## src/hw/awe_map.svh

```systemverilog
`ifndef AWE_MAP_SVH
`define AWE_MAP_SVH
// register byte offsets on the serial register port
`define AWE_OFS_LOW_UPPER 8'h0C
`define AWE_OFS_HIGH_LOWER 8'h0D
`define AWE_OFS_HIGH_UPPER 8'h0E
`define AWE_OFS_DRIVE_12 8'h0F
`define AWE_OFS_DRIVE_3 8'h10
// field positions
`define AWE_FLD_FIRST_LSB 0
`define AWE_FLD_SECOND_LSB 4
`define AWE_FLD_THIRD_LSB 0
// reset values
`define AWE_RST_BYTE 8'h00
`define AWE_RST_FIELD 4'h0
// sequencer revision from which the high limit low byte exists;
// the code is arbitrary, replace it with the real revision level
`define AWE_REV_HIGH_LOWER 8'h40
`endif

```

## src/hw/awe_pkg.sv

```systemverilog
package awe_pkg;
  // one register access from the serial front end
  typedef struct packed {
    logic wr;
    logic rd;
    logic [7:0] addr;
    logic [7:0] wdata;
  } awe_req_t;
  // window compare result
  typedef enum logic [1:0] {
    AWE_IN = 2'b00,
    AWE_BELOW = 2'b01,
    AWE_ABOVE = 2'b10
  } awe_zone_t;
endpackage

```

## src/hw/awe_decomp.sv

```systemverilog
`timescale 1ns/10ps
// expands an 8-bit compressed threshold: upper nibble exponent, lower mantissa
module awe_decomp
  import awe_pkg::*;
(
  input wire logic [7:0] comp_i,
  output logic [15:0] value_o
);
  logic [3:0] expo;
  logic [4:0] mant;
  logic [31:0] wide;
  always_comb begin
    expo = comp_i[7:4];
    mant = {1'b1, comp_i[3:0]};
    wide = {27'h000_0000, mant} << expo;
    // zero stays zero; even exponent 15 fits the 16-bit result, so nothing saturates or wraps
    if (comp_i == 8'h00) begin
      value_o = 16'h0000;
    end else if (wide[31:20] != 12'h000) begin
      value_o = 16'hFFFF;
    end else begin
      value_o = wide[19:4];
    end
  end
endmodule

```

## src/hw/awe_regs.sv

```systemverilog
`timescale 1ns/10ps
`include "awe_map.svh"
module awe_regs
  import awe_pkg::*;
(
  input wire logic ref_clk_i,
  input wire logic rst_n_i,
  input wire awe_req_t req_i,
  output logic [7:0] rdata_o,
  input wire logic [7:0] seq_rev_i,
  input wire logic compressed_mode_i,
  input wire logic [7:0] low_limit_lower_i,
  input wire logic use_infrared_i,
  input wire logic [15:0] visible_light_result_i,
  input wire logic [15:0] infrared_light_result_i,
  input wire logic result_valid_i,
  output logic window_event_o,
  output logic [1:0] window_zone_o,
  input wire logic [2:0] emitter_pulse_i,
  output logic [3:0] first_emitter_sink_pin_o,
  output logic [3:0] second_emitter_sink_pin_o,
  output logic [3:0] third_emitter_sink_pin_o
);
  logic [7:0] low_upper_q;
  logic [7:0] high_lower_q;
  logic [7:0] high_upper_q;
  logic [3:0] first_emitter_current_q;
  logic [3:0] second_emitter_current_q;
  logic [3:0] third_emitter_current_q;
  logic high_lower_present;
  logic [15:0] low_dec;
  logic [15:0] high_dec;
  logic [15:0] low_limit;
  logic [15:0] high_limit;
  logic [15:0] sample;
  awe_zone_t zone_d;
  awe_zone_t zone_q;
  logic event_q;
  logic [3:0] sink_q [3];
  logic [3:0] cur [3];

  // the lower byte of the high limit only exists on newer sequencers
  assign high_lower_present = (seq_rev_i >= `AWE_REV_HIGH_LOWER);

  // threshold byte writes; host is expected to pause measurements first,
  // a torn 16-bit update is otherwise seen by the compare
  always_ff @(posedge ref_clk_i) begin
    if (!rst_n_i) begin
      low_upper_q <= `AWE_RST_BYTE;
      high_upper_q <= `AWE_RST_BYTE;
    end else if (req_i.wr) begin
      if (req_i.addr == `AWE_OFS_LOW_UPPER) begin
        low_upper_q <= req_i.wdata;
      end
      if (req_i.addr == `AWE_OFS_HIGH_UPPER) begin
        high_upper_q <= req_i.wdata;
      end
    end
  end

  // no documented reset for this byte; cleared anyway for determinism
  always_ff @(posedge ref_clk_i) begin
    if (!rst_n_i) begin
      high_lower_q <= `AWE_RST_BYTE;
    end else if (req_i.wr && req_i.addr == `AWE_OFS_HIGH_LOWER && high_lower_present) begin
      high_lower_q <= req_i.wdata;
    end
  end

  // emitter drive fields; reserved bits of the third register are dropped
  always_ff @(posedge ref_clk_i) begin
    if (!rst_n_i) begin
      first_emitter_current_q <= `AWE_RST_FIELD;
      second_emitter_current_q <= `AWE_RST_FIELD;
      third_emitter_current_q <= `AWE_RST_FIELD;
    end else if (req_i.wr) begin
      if (req_i.addr == `AWE_OFS_DRIVE_12) begin
        first_emitter_current_q <= req_i.wdata[`AWE_FLD_FIRST_LSB +: 4];
        second_emitter_current_q <= req_i.wdata[`AWE_FLD_SECOND_LSB +: 4];
      end
      if (req_i.addr == `AWE_OFS_DRIVE_3) begin
        third_emitter_current_q <= req_i.wdata[`AWE_FLD_THIRD_LSB +: 4];
      end
    end
  end

  // registered read data; unmapped and absent addresses read zero
  always_ff @(posedge ref_clk_i) begin
    if (!rst_n_i) begin
      rdata_o <= 8'h00;
    end else if (req_i.rd) begin
      unique case (req_i.addr)
        `AWE_OFS_LOW_UPPER: rdata_o <= low_upper_q;
        `AWE_OFS_HIGH_LOWER: rdata_o <= high_lower_present ? high_lower_q : 8'h00;
        `AWE_OFS_HIGH_UPPER: rdata_o <= high_upper_q;
        `AWE_OFS_DRIVE_12: rdata_o <= {second_emitter_current_q, first_emitter_current_q};
        `AWE_OFS_DRIVE_3: rdata_o <= {4'h0, third_emitter_current_q};
        default: rdata_o <= 8'h00;
      endcase
    end
  end

  // old sequencers hold one compressed byte per limit
  awe_decomp u_low_dec (
    .comp_i(low_upper_q),
    .value_o(low_dec)
  );
  awe_decomp u_high_dec (
    .comp_i(high_upper_q),
    .value_o(high_dec)
  );

  // limit assembly and window compare
  always_comb begin
    low_limit = compressed_mode_i ? low_dec : {low_upper_q, low_limit_lower_i};
    high_limit = compressed_mode_i ? high_dec : {high_upper_q, high_lower_q};
    sample = use_infrared_i ? infrared_light_result_i : visible_light_result_i;
    if (sample < low_limit) begin
      zone_d = AWE_BELOW;
    end else if (sample > high_limit) begin
      zone_d = AWE_ABOVE;
    end else begin
      zone_d = AWE_IN;
    end
  end

  // one-cycle event per result that falls outside the window
  always_ff @(posedge ref_clk_i) begin
    if (!rst_n_i) begin
      zone_q <= AWE_IN;
      event_q <= 1'b0;
    end else begin
      event_q <= result_valid_i && (zone_d != AWE_IN);
      if (result_valid_i) begin
        zone_q <= zone_d;
      end
    end
  end
  assign window_event_o = event_q;
  assign window_zone_o = zone_q;

  // sink drive: field code only while that emitter is pulsed, else zero
  assign cur[0] = first_emitter_current_q;
  assign cur[1] = second_emitter_current_q;
  assign cur[2] = third_emitter_current_q;
  generate
    for (genvar g = 0; g < 3; g++) begin : g_sink
      always_ff @(posedge ref_clk_i) begin
        if (!rst_n_i) begin
          sink_q[g] <= 4'h0;
        end else begin
          // code passes through: 0 off, 1 min up to 15 max
          sink_q[g] <= emitter_pulse_i[g] ? cur[g] : 4'h0;
        end
      end
    end
  endgenerate
  assign first_emitter_sink_pin_o = sink_q[0];
  assign second_emitter_sink_pin_o = sink_q[1];
  assign third_emitter_sink_pin_o = sink_q[2];
endmodule

```

## config.mk

```make
export PLATFORM = sky130hd
export DESIGN_NAME = awe_regs
export DESIGN_NICKNAME = d
export VERILOG_FILES = /design/src/hw/awe_pkg.sv /design/src/hw/awe_decomp.sv /design/src/hw/awe_regs.sv
export VERILOG_INCLUDE_DIRS = /design/src /design/src/hw
export SDC_FILE = /design/constraint.sdc
export NUM_CORES = 1
export LEC_CHECK = 0
export BUFFER_PORTS_ARGS = -buffer_cell sky130_fd_sc_hd__buf_2
export CAP_MARGIN = 20
export CORE_MARGIN = 8
export CORE_UTILIZATION = 54
export CTS_CLUSTER_SIZE = 24
export DETAILED_ROUTE_END_ITERATION = 10
export PLACE_DENSITY = 0.85
export SLEW_MARGIN = 20
export SYNTH_ARGS = -nofsm -noshare
export SYNTH_HDL_FRONTEND = slang
export SYNTH_SLANG_ARGS = --single-unit
```

## constraint.sdc

```tcl
create_clock -name ref_clk_i -period 3.3 [get_ports ref_clk_i]
set_input_delay 0.165 -clock ref_clk_i [delete_from_list [all_inputs] [get_ports ref_clk_i]]
set_output_delay 0.165 -clock ref_clk_i [all_outputs]
set_load 0.01 [all_outputs]
```

==> reports/qor.txt, run 1 <==
initial antenna violation count: 0
worst path bufs/invs: 0
worst setup slack after layout: 0.391 ns
Max Slew Vio Count: 0
sequential area share after synthesis: 0.293
Fin. Hold Viols: 0
Reg2Reg Launch Point: low_upper_q[5]
GRT Util Overall: 0.236
Final Setup Violations: 0
DPL Wire Length: 9.17 mm
final wirelength: 12.0 mm
placed instance area: 4470 µm²
mapped cell area: 4040 µm²
r2r worst-path depth: 12
slew at the pin closest to its max-slew limit: 0.587 ns
CP Launch Type: flip-flop
status: complete, no violations
H-Tree Depth: 3
Synth warnings: 0
PwrDens: 354 nW/µm²
Hold Path Sink: window_zone_o[1]
ant diodes: 0
Power Internal: 1.25 mW
largest net degree at the start of global routing: 59
Net Sw Power: 0.408 mW
Clock power frac: 0.417
Fmax: 344 MHz
slew margin rel.: 0.606
flop-to-flop setup slack: 0.39 ns
number of synthesized flops with an enable pin: 0
Tmin final: 2.91 ns
Die Ht: 102 µm
first-pass GRT wire length: 19.7 mm
grt ovf: 0
DRT Pass-1 Iters: 5
wire per inst: 17.9 µm
Logic pwr share: 0.145
Crit. End Element: flip-flop
Mapped Cells: 493
CP max stage delay: 0.65 ns
ranking of synthesized cells by area: dfxtp_1 (29%), ha_1 (9.6%), nand2_1 (7.1%)
CTS Buf Count: 9
crit path DAT: 3.17 ns
most common cell in the netlist: nand2_1
vias in the first global route: 3999
Post-synth top cells: nand2_1 (76), dfxtp_1 (59), nand3_1 (33), o21ai_0 (33), ha_1 (31)
DRT iter0 DRCs: 382
type of the worst min-delay path: input port to flip-flop
Synth cell types: 53
port bufs: 90
Root Buffer: clkbuf_8
Final period util: 0.881
Final Cell Area: 4680 µm²
r2r endpoint: window_event_o
clk sinks: 59
Final Power: 1.66 mW
Ports: 97
RSZ-0062 raised after global routing: no
Max Root-Sink Buffers: 2
maxcap violations: 0
skew final: 0.00516 ns
CP max FO: 16
Die ar.: 10500 µm²
most used cell, CP: o21ai_0
CTS tree: built
Initial Util: 0.556
GP Congestion: 0.877
crit path cell chain: mux2i_1, o21ai_0, nand2_1, o21ai_0, a31oi_1, ha_1, and3_1, a21oi_1, o21ai_0, a31oi_1, o21ai_0, o21ai_0
antenna-violating nets left: 0
Sw Share: 0.247
mean post-synth cell area: 8.19 µm²
Hold Startpoint: result_valid_i
dpl ws: 0.392 ns
Lkg Pwr: 1.81 nW
post-route DRC violation count: 0
Worst Hold Depth: 2
Mapped Nets: 598
ys flop type: dfxtp_1
share of the synthesized area in the top cell type: 0.293
Area Overhead vs Synth: 15.8%
Seq pwr share: 0.438
placed cells: 651
Crit path max-delay family: compound AO/OA/AOI/OAI gates
Vias/cell: 6.21
share of cells above drive strength 1: 0.257
vias: 4142
critical path data required time: 3.56 ns
ys async rst share: 0
cell taking the most area after synthesis: dfxtp_1
Core Area: 7250 µm²
row count: 31
type of the worst setup path: flip-flop to flip-flop
register bit count reported by yosys: 59
later-pin clock latency in the skew report: 0.34 ns
crit path max-delay cell type: dfxtp_1
Worst-path clk slew: 0.06 ns
cts-stage hold buffer count: 0
final cell count without fillers: 667
die width: 102 µm
worst vdd ir: 229 µV
Final nets: 668
post-route setup TNS: 0 ns
==> sequential cells by signal, summed over array words and instances, names as in the netlist <==
| name | cells |
|---|---|
| high_upper_q | 8 |
| rdata_o | 8 |
| sink_q | 12 |
| high_lower_q | 8 |
| window_zone_o | 2 |
| low_upper_q | 8 |
| first_emitter_current_q | 4 |
| second_emitter_current_q | 4 |
| window_event_o | 1 |
| third_emitter_current_q | 4 |
==> worst max path at each step <==
| stage | from | slack (ns) | depth (start not counted) | end |
|---|---|---|---|---|
| floorplan | high_upper_q[4] | 0.77 | 13 | window_zone_o[1] |
| global placement | high_upper_q[4] | 0.42 | 12 | window_event_o |
| detailed placement | high_upper_q[4] | 0.39 | 12 | window_event_o |
| CTS | high_upper_q[4] | 0.36 | 12 | window_zone_o[1] |
| global route | low_upper_q[5] | 0.03 | 12 | window_event_o |
| finish | low_upper_q[5] | 0.39 | 12 | window_event_o |
==> worst reg2reg max path: stages, from the launching register on <==
cell and delay, ns:
dfxtp_1 0.65, mux2i_1 0.31, o21ai_0 0.15, nand2_1 0.10, o21ai_0 0.14, a31oi_1 0.25, ha_1 0.27, and3_1 0.19
a21oi_1 0.14, o21ai_0 0.09, a31oi_1 0.20, o21ai_0 0.18, o21ai_0 0.16
==> power groups by stage <==
stage               logic [mW]  clock network, mW  registers (mW)
floorplan                0.139                  0           0.744
global placement         0.225                  0           0.740
detailed placement       0.236                  0           0.741
CTS                      0.237              0.697           0.725
global route             0.269              0.732           0.726
finish                   0.240              0.690           0.725
==> cell usage in the layout (no fill, tap or decap), types with 5 or more instances in the layout <==
cell type	n
a21boi_0	23
a21boi_1	5
a21boi_2	8
a21oi_1	22
a22oi_1	24
a31oi_1	14
and3_1	20
buf_2	90
buf_4	5
clkbuf_8	9
dfxtp_1	58
ha_1	31
inv_1	9
mux2_2	18
mux2i_1	9
nand2_1	76
nand3_1	33
nor2_1	13
nor3_1	5
o21ai_0	33
==> metrics by stage <==
stage | util | hold WS [ns]
3_5_place_dp | 0.616 | 0.386
6_report | 0.645 | 0.0406
2_1_floorplan | - | 0.259
4_1_cts | 0.644 | 0.0299
5_1_grt | 0.645 | 0.0277
3_3_place_gp | 0.616 | 0.376
==> cells by family after synthesis <==
family / Yosys count / synth area share
muxes: 27 / 0.0725
DFF: 59 / 0.293
and+or+nand+nor: 171 / 0.214
AOI/OAI and AO/OA: 159 / 0.271
buffers and inverters: 46 / 0.0542
adders and majority gates: 31 / 0.0961
==> per-layer routing <==
layer | track usage | vias to the layer above | part of all wire
li1 | - | 1980 | -
met1 | 0.298 | 1909 | 0.41
met2 | 0.377 | 218 | 0.48
met3 | 0.0647 | 35 | 0.090
met4 | 0.0813 | 0 | 0.027
met5 | 0 | - | 0
==> area by class of cell <==
cell class	count	area [µm²]
Fill cell	643	2580
Timing Repair Buffer	95	488
Clock buffer	10	128
Inverter	10	37.5
Clock inverter	6	80.1
Tap cell	99	124
Sequential cell	59	1180
Multi-Input combinational cell	388	2640
==> repair_timing <==
item / 4_1_cts / 5_1_grt
setup endpoints to repair: 0 / 1
resized for setup: 0 / 1
setup buffers: 0 / 0
(Power assumes the default switching activity.)
==> run 2, diff against run 1 <==
CORE_ASPECT_RATIO = 1.1   (was not set)
CORE_UTILIZATION = 45   (was 54)
PLACE_DENSITY = 0.74   (was 0.85)
==> reports/qor.txt, run 2 (same netlist as run 1, synthesis figures left out) <==
status: complete, no violations
Die ar.: 12300 µm²
type of the worst min-delay path: input port to flip-flop
crit path cell chain: mux2i_1, mux2i_1, nand2_1, o21ai_0, and3_1, a21oi_1, ha_1, a21oi_1, o21ai_0, a2111oi_0, o21ai_0, o211ai_1, o22ai_1
Vias/cell: 5.99
Fin. Hold Viols: 0
routing usage on met3: 0.0572
Final nets: 666
Final Power: 1.79 mW
Max Slew Vio Count: 0
port bufs: 90
setup bufs post-CTS: 0
crit path DAT: 3.20 ns
CP max FO: 14
share of cells above drive strength 1: 0.253
post-route setup TNS: 0 ns
maxcap violations: 0
largest register by flop count: sink_q
DPL Wire Length: 9.11 mm
antenna-violating nets left: 0
type of the worst setup path: flip-flop to flip-flop
worst path bufs/invs: 0
Final period util: 0.904
met2 Resource Use GR: 0.320
later-pin clock latency in the skew report: 0.34 ns
Crit. End Element: flip-flop
commonest non-fill, non-tap cells in the layout: buf_2 (90), nand2_1 (76), dfxtp_1 (59), o21ai_0 (33), nand3_1 (33)
cts-stage hold buffer count: 0
worst vdd ir: 313 µV
skew final: 0.00411 ns
RSZ-0062 raised after global routing: no
Initial Util: 0.460
Worst-path clk slew: 0.06 ns
crit path max-delay cell type: dfxtp_1
CTS Buf Count: 9
GRT Util Overall: 0.195
FILL cells: 815
H-Tree Depth: 3
met1 GRT Util: 0.225
grt ovf: 0
wire per inst: 17.5 µm
hold_ws: 0.0356 ns
Ports: 97
Tmin final: 2.98 ns
CP Launch Type: flip-flop
placed cells: 664
post-CTS resize count: 0
Fmax: 335 MHz
Crit path max-delay family: compound AO/OA/AOI/OAI gates
first-pass GRT wire length: 19.3 mm
register area: 1180 µm²
most common cell after layout, fill and taps aside: buf_2
initial antenna violation count: 0
Area Overhead vs Synth: 16.9%
final wirelength: 11.9 mm
CP max stage delay: 0.63 ns
vias: 4064
GP Congestion: 0.911
clk sinks: 59
PwrDens: 378 nW/µm²
Root Buffer: clkbuf_8
Final Setup Violations: 0
final cell count without fillers: 679
largest net degree at the start of global routing: 60
number of flip-flops in the largest register: 12
busiest grt layer: met2
ant diodes: 0
Core Area: 8780 µm²
DRT iter0 DRCs: 237
most used cell, CP: o21ai_0
Max Root-Sink Buffers: 2
post-route DRC violation count: 0
row count: 36
CTS tree: built
vias in the first global route: 3916
die width: 106 µm
Die Ht: 115 µm
DRT Pass-1 Iters: 5
slew margin rel.: 0.452
Lkg Pwr: 1.81 nW
critical path data required time: 3.52 ns
slew at the pin closest to its max-slew limit: 0.816 ns
multi-input logic area: 2640 µm²
run 2: cell count changes in the layout (fill, tap and decap cells not counted), sizes merged:
| cell | change |
|---|---|
| clkinv | -4 |
| bufinv | +1 |
| clkbuf | +1 |
| clkinvlp | +1 |
| buf | -2 |
run 2: through the flow:
| stage | worst slack, ns | utilization | area [µm²] |
|---|---|---|---|
| 2_1_floorplan | 0.767 | - | 4040 |
| 3_3_place_gp | 0.421 | 0.509 | 4470 |
| 3_5_place_dp | 0.317 | 0.509 | 4470 |
| 4_1_cts | 0.312 | 0.537 | 4720 |
| 5_1_grt | 0.0111 | 0.537 | 4720 |
| 6_report | 0.317 | 0.537 | 4720 |
run 2: worst paths after layout:
check / from / end / slack [ns] / cells past startpoint
min: result_valid_i / window_zone_o[1] / 0.04 / 2
max: high_upper_q[5] / window_zone_o[1] / 0.32 / 13
max reg2reg: high_upper_q[5] / window_zone_o[1] / 0.32 / 13
min reg2reg: window_zone_o[1] / window_zone_o[1] / 0.48 / 2
run 2: cell type report:
type	count	share of cell area
multi-input cells	388	0.559
clock inverters	4	0.0207
inverters	10	0.00795
clock buffers	11	0.0321
well taps	114	0.0302
flip-flops and latches	59	0.250
repair buffers	93	0.100
run 2: report_power, final:
| part | total (mW) | internal [mW] | switching, mW |
|---|---|---|---|
| Sequential | 0.725 | 0.720 | 0.00505 |
| Clock | 0.822 | 0.539 | 0.283 |
| Combinational | 0.238 | 0.107 | 0.131 |
| Total | 1.79 | 1.37 | 0.419 |
run 2: worst reg2reg max path, cell delays in order (launching register included):
cell	delay (ns)
dfxtp_1	0.63
mux2i_1	0.28
mux2i_1	0.14
nand2_1	0.11
o21ai_0	0.14
and3_1	0.23
a21oi_1	0.12
ha_1	0.25
a21oi_1	0.12
o21ai_0	0.08
a2111oi_0	0.24
o21ai_0	0.14
o211ai_1	0.26
o22ai_1	0.13
run 2: per-layer routing:
metal / vias to the layer above / wire length [µm]
li1: 1976 / -
met1: 1870 / 4890
met2: 190 / 5510
met3: 28 / 1150
met4: 0 / 365
met5: - / 0
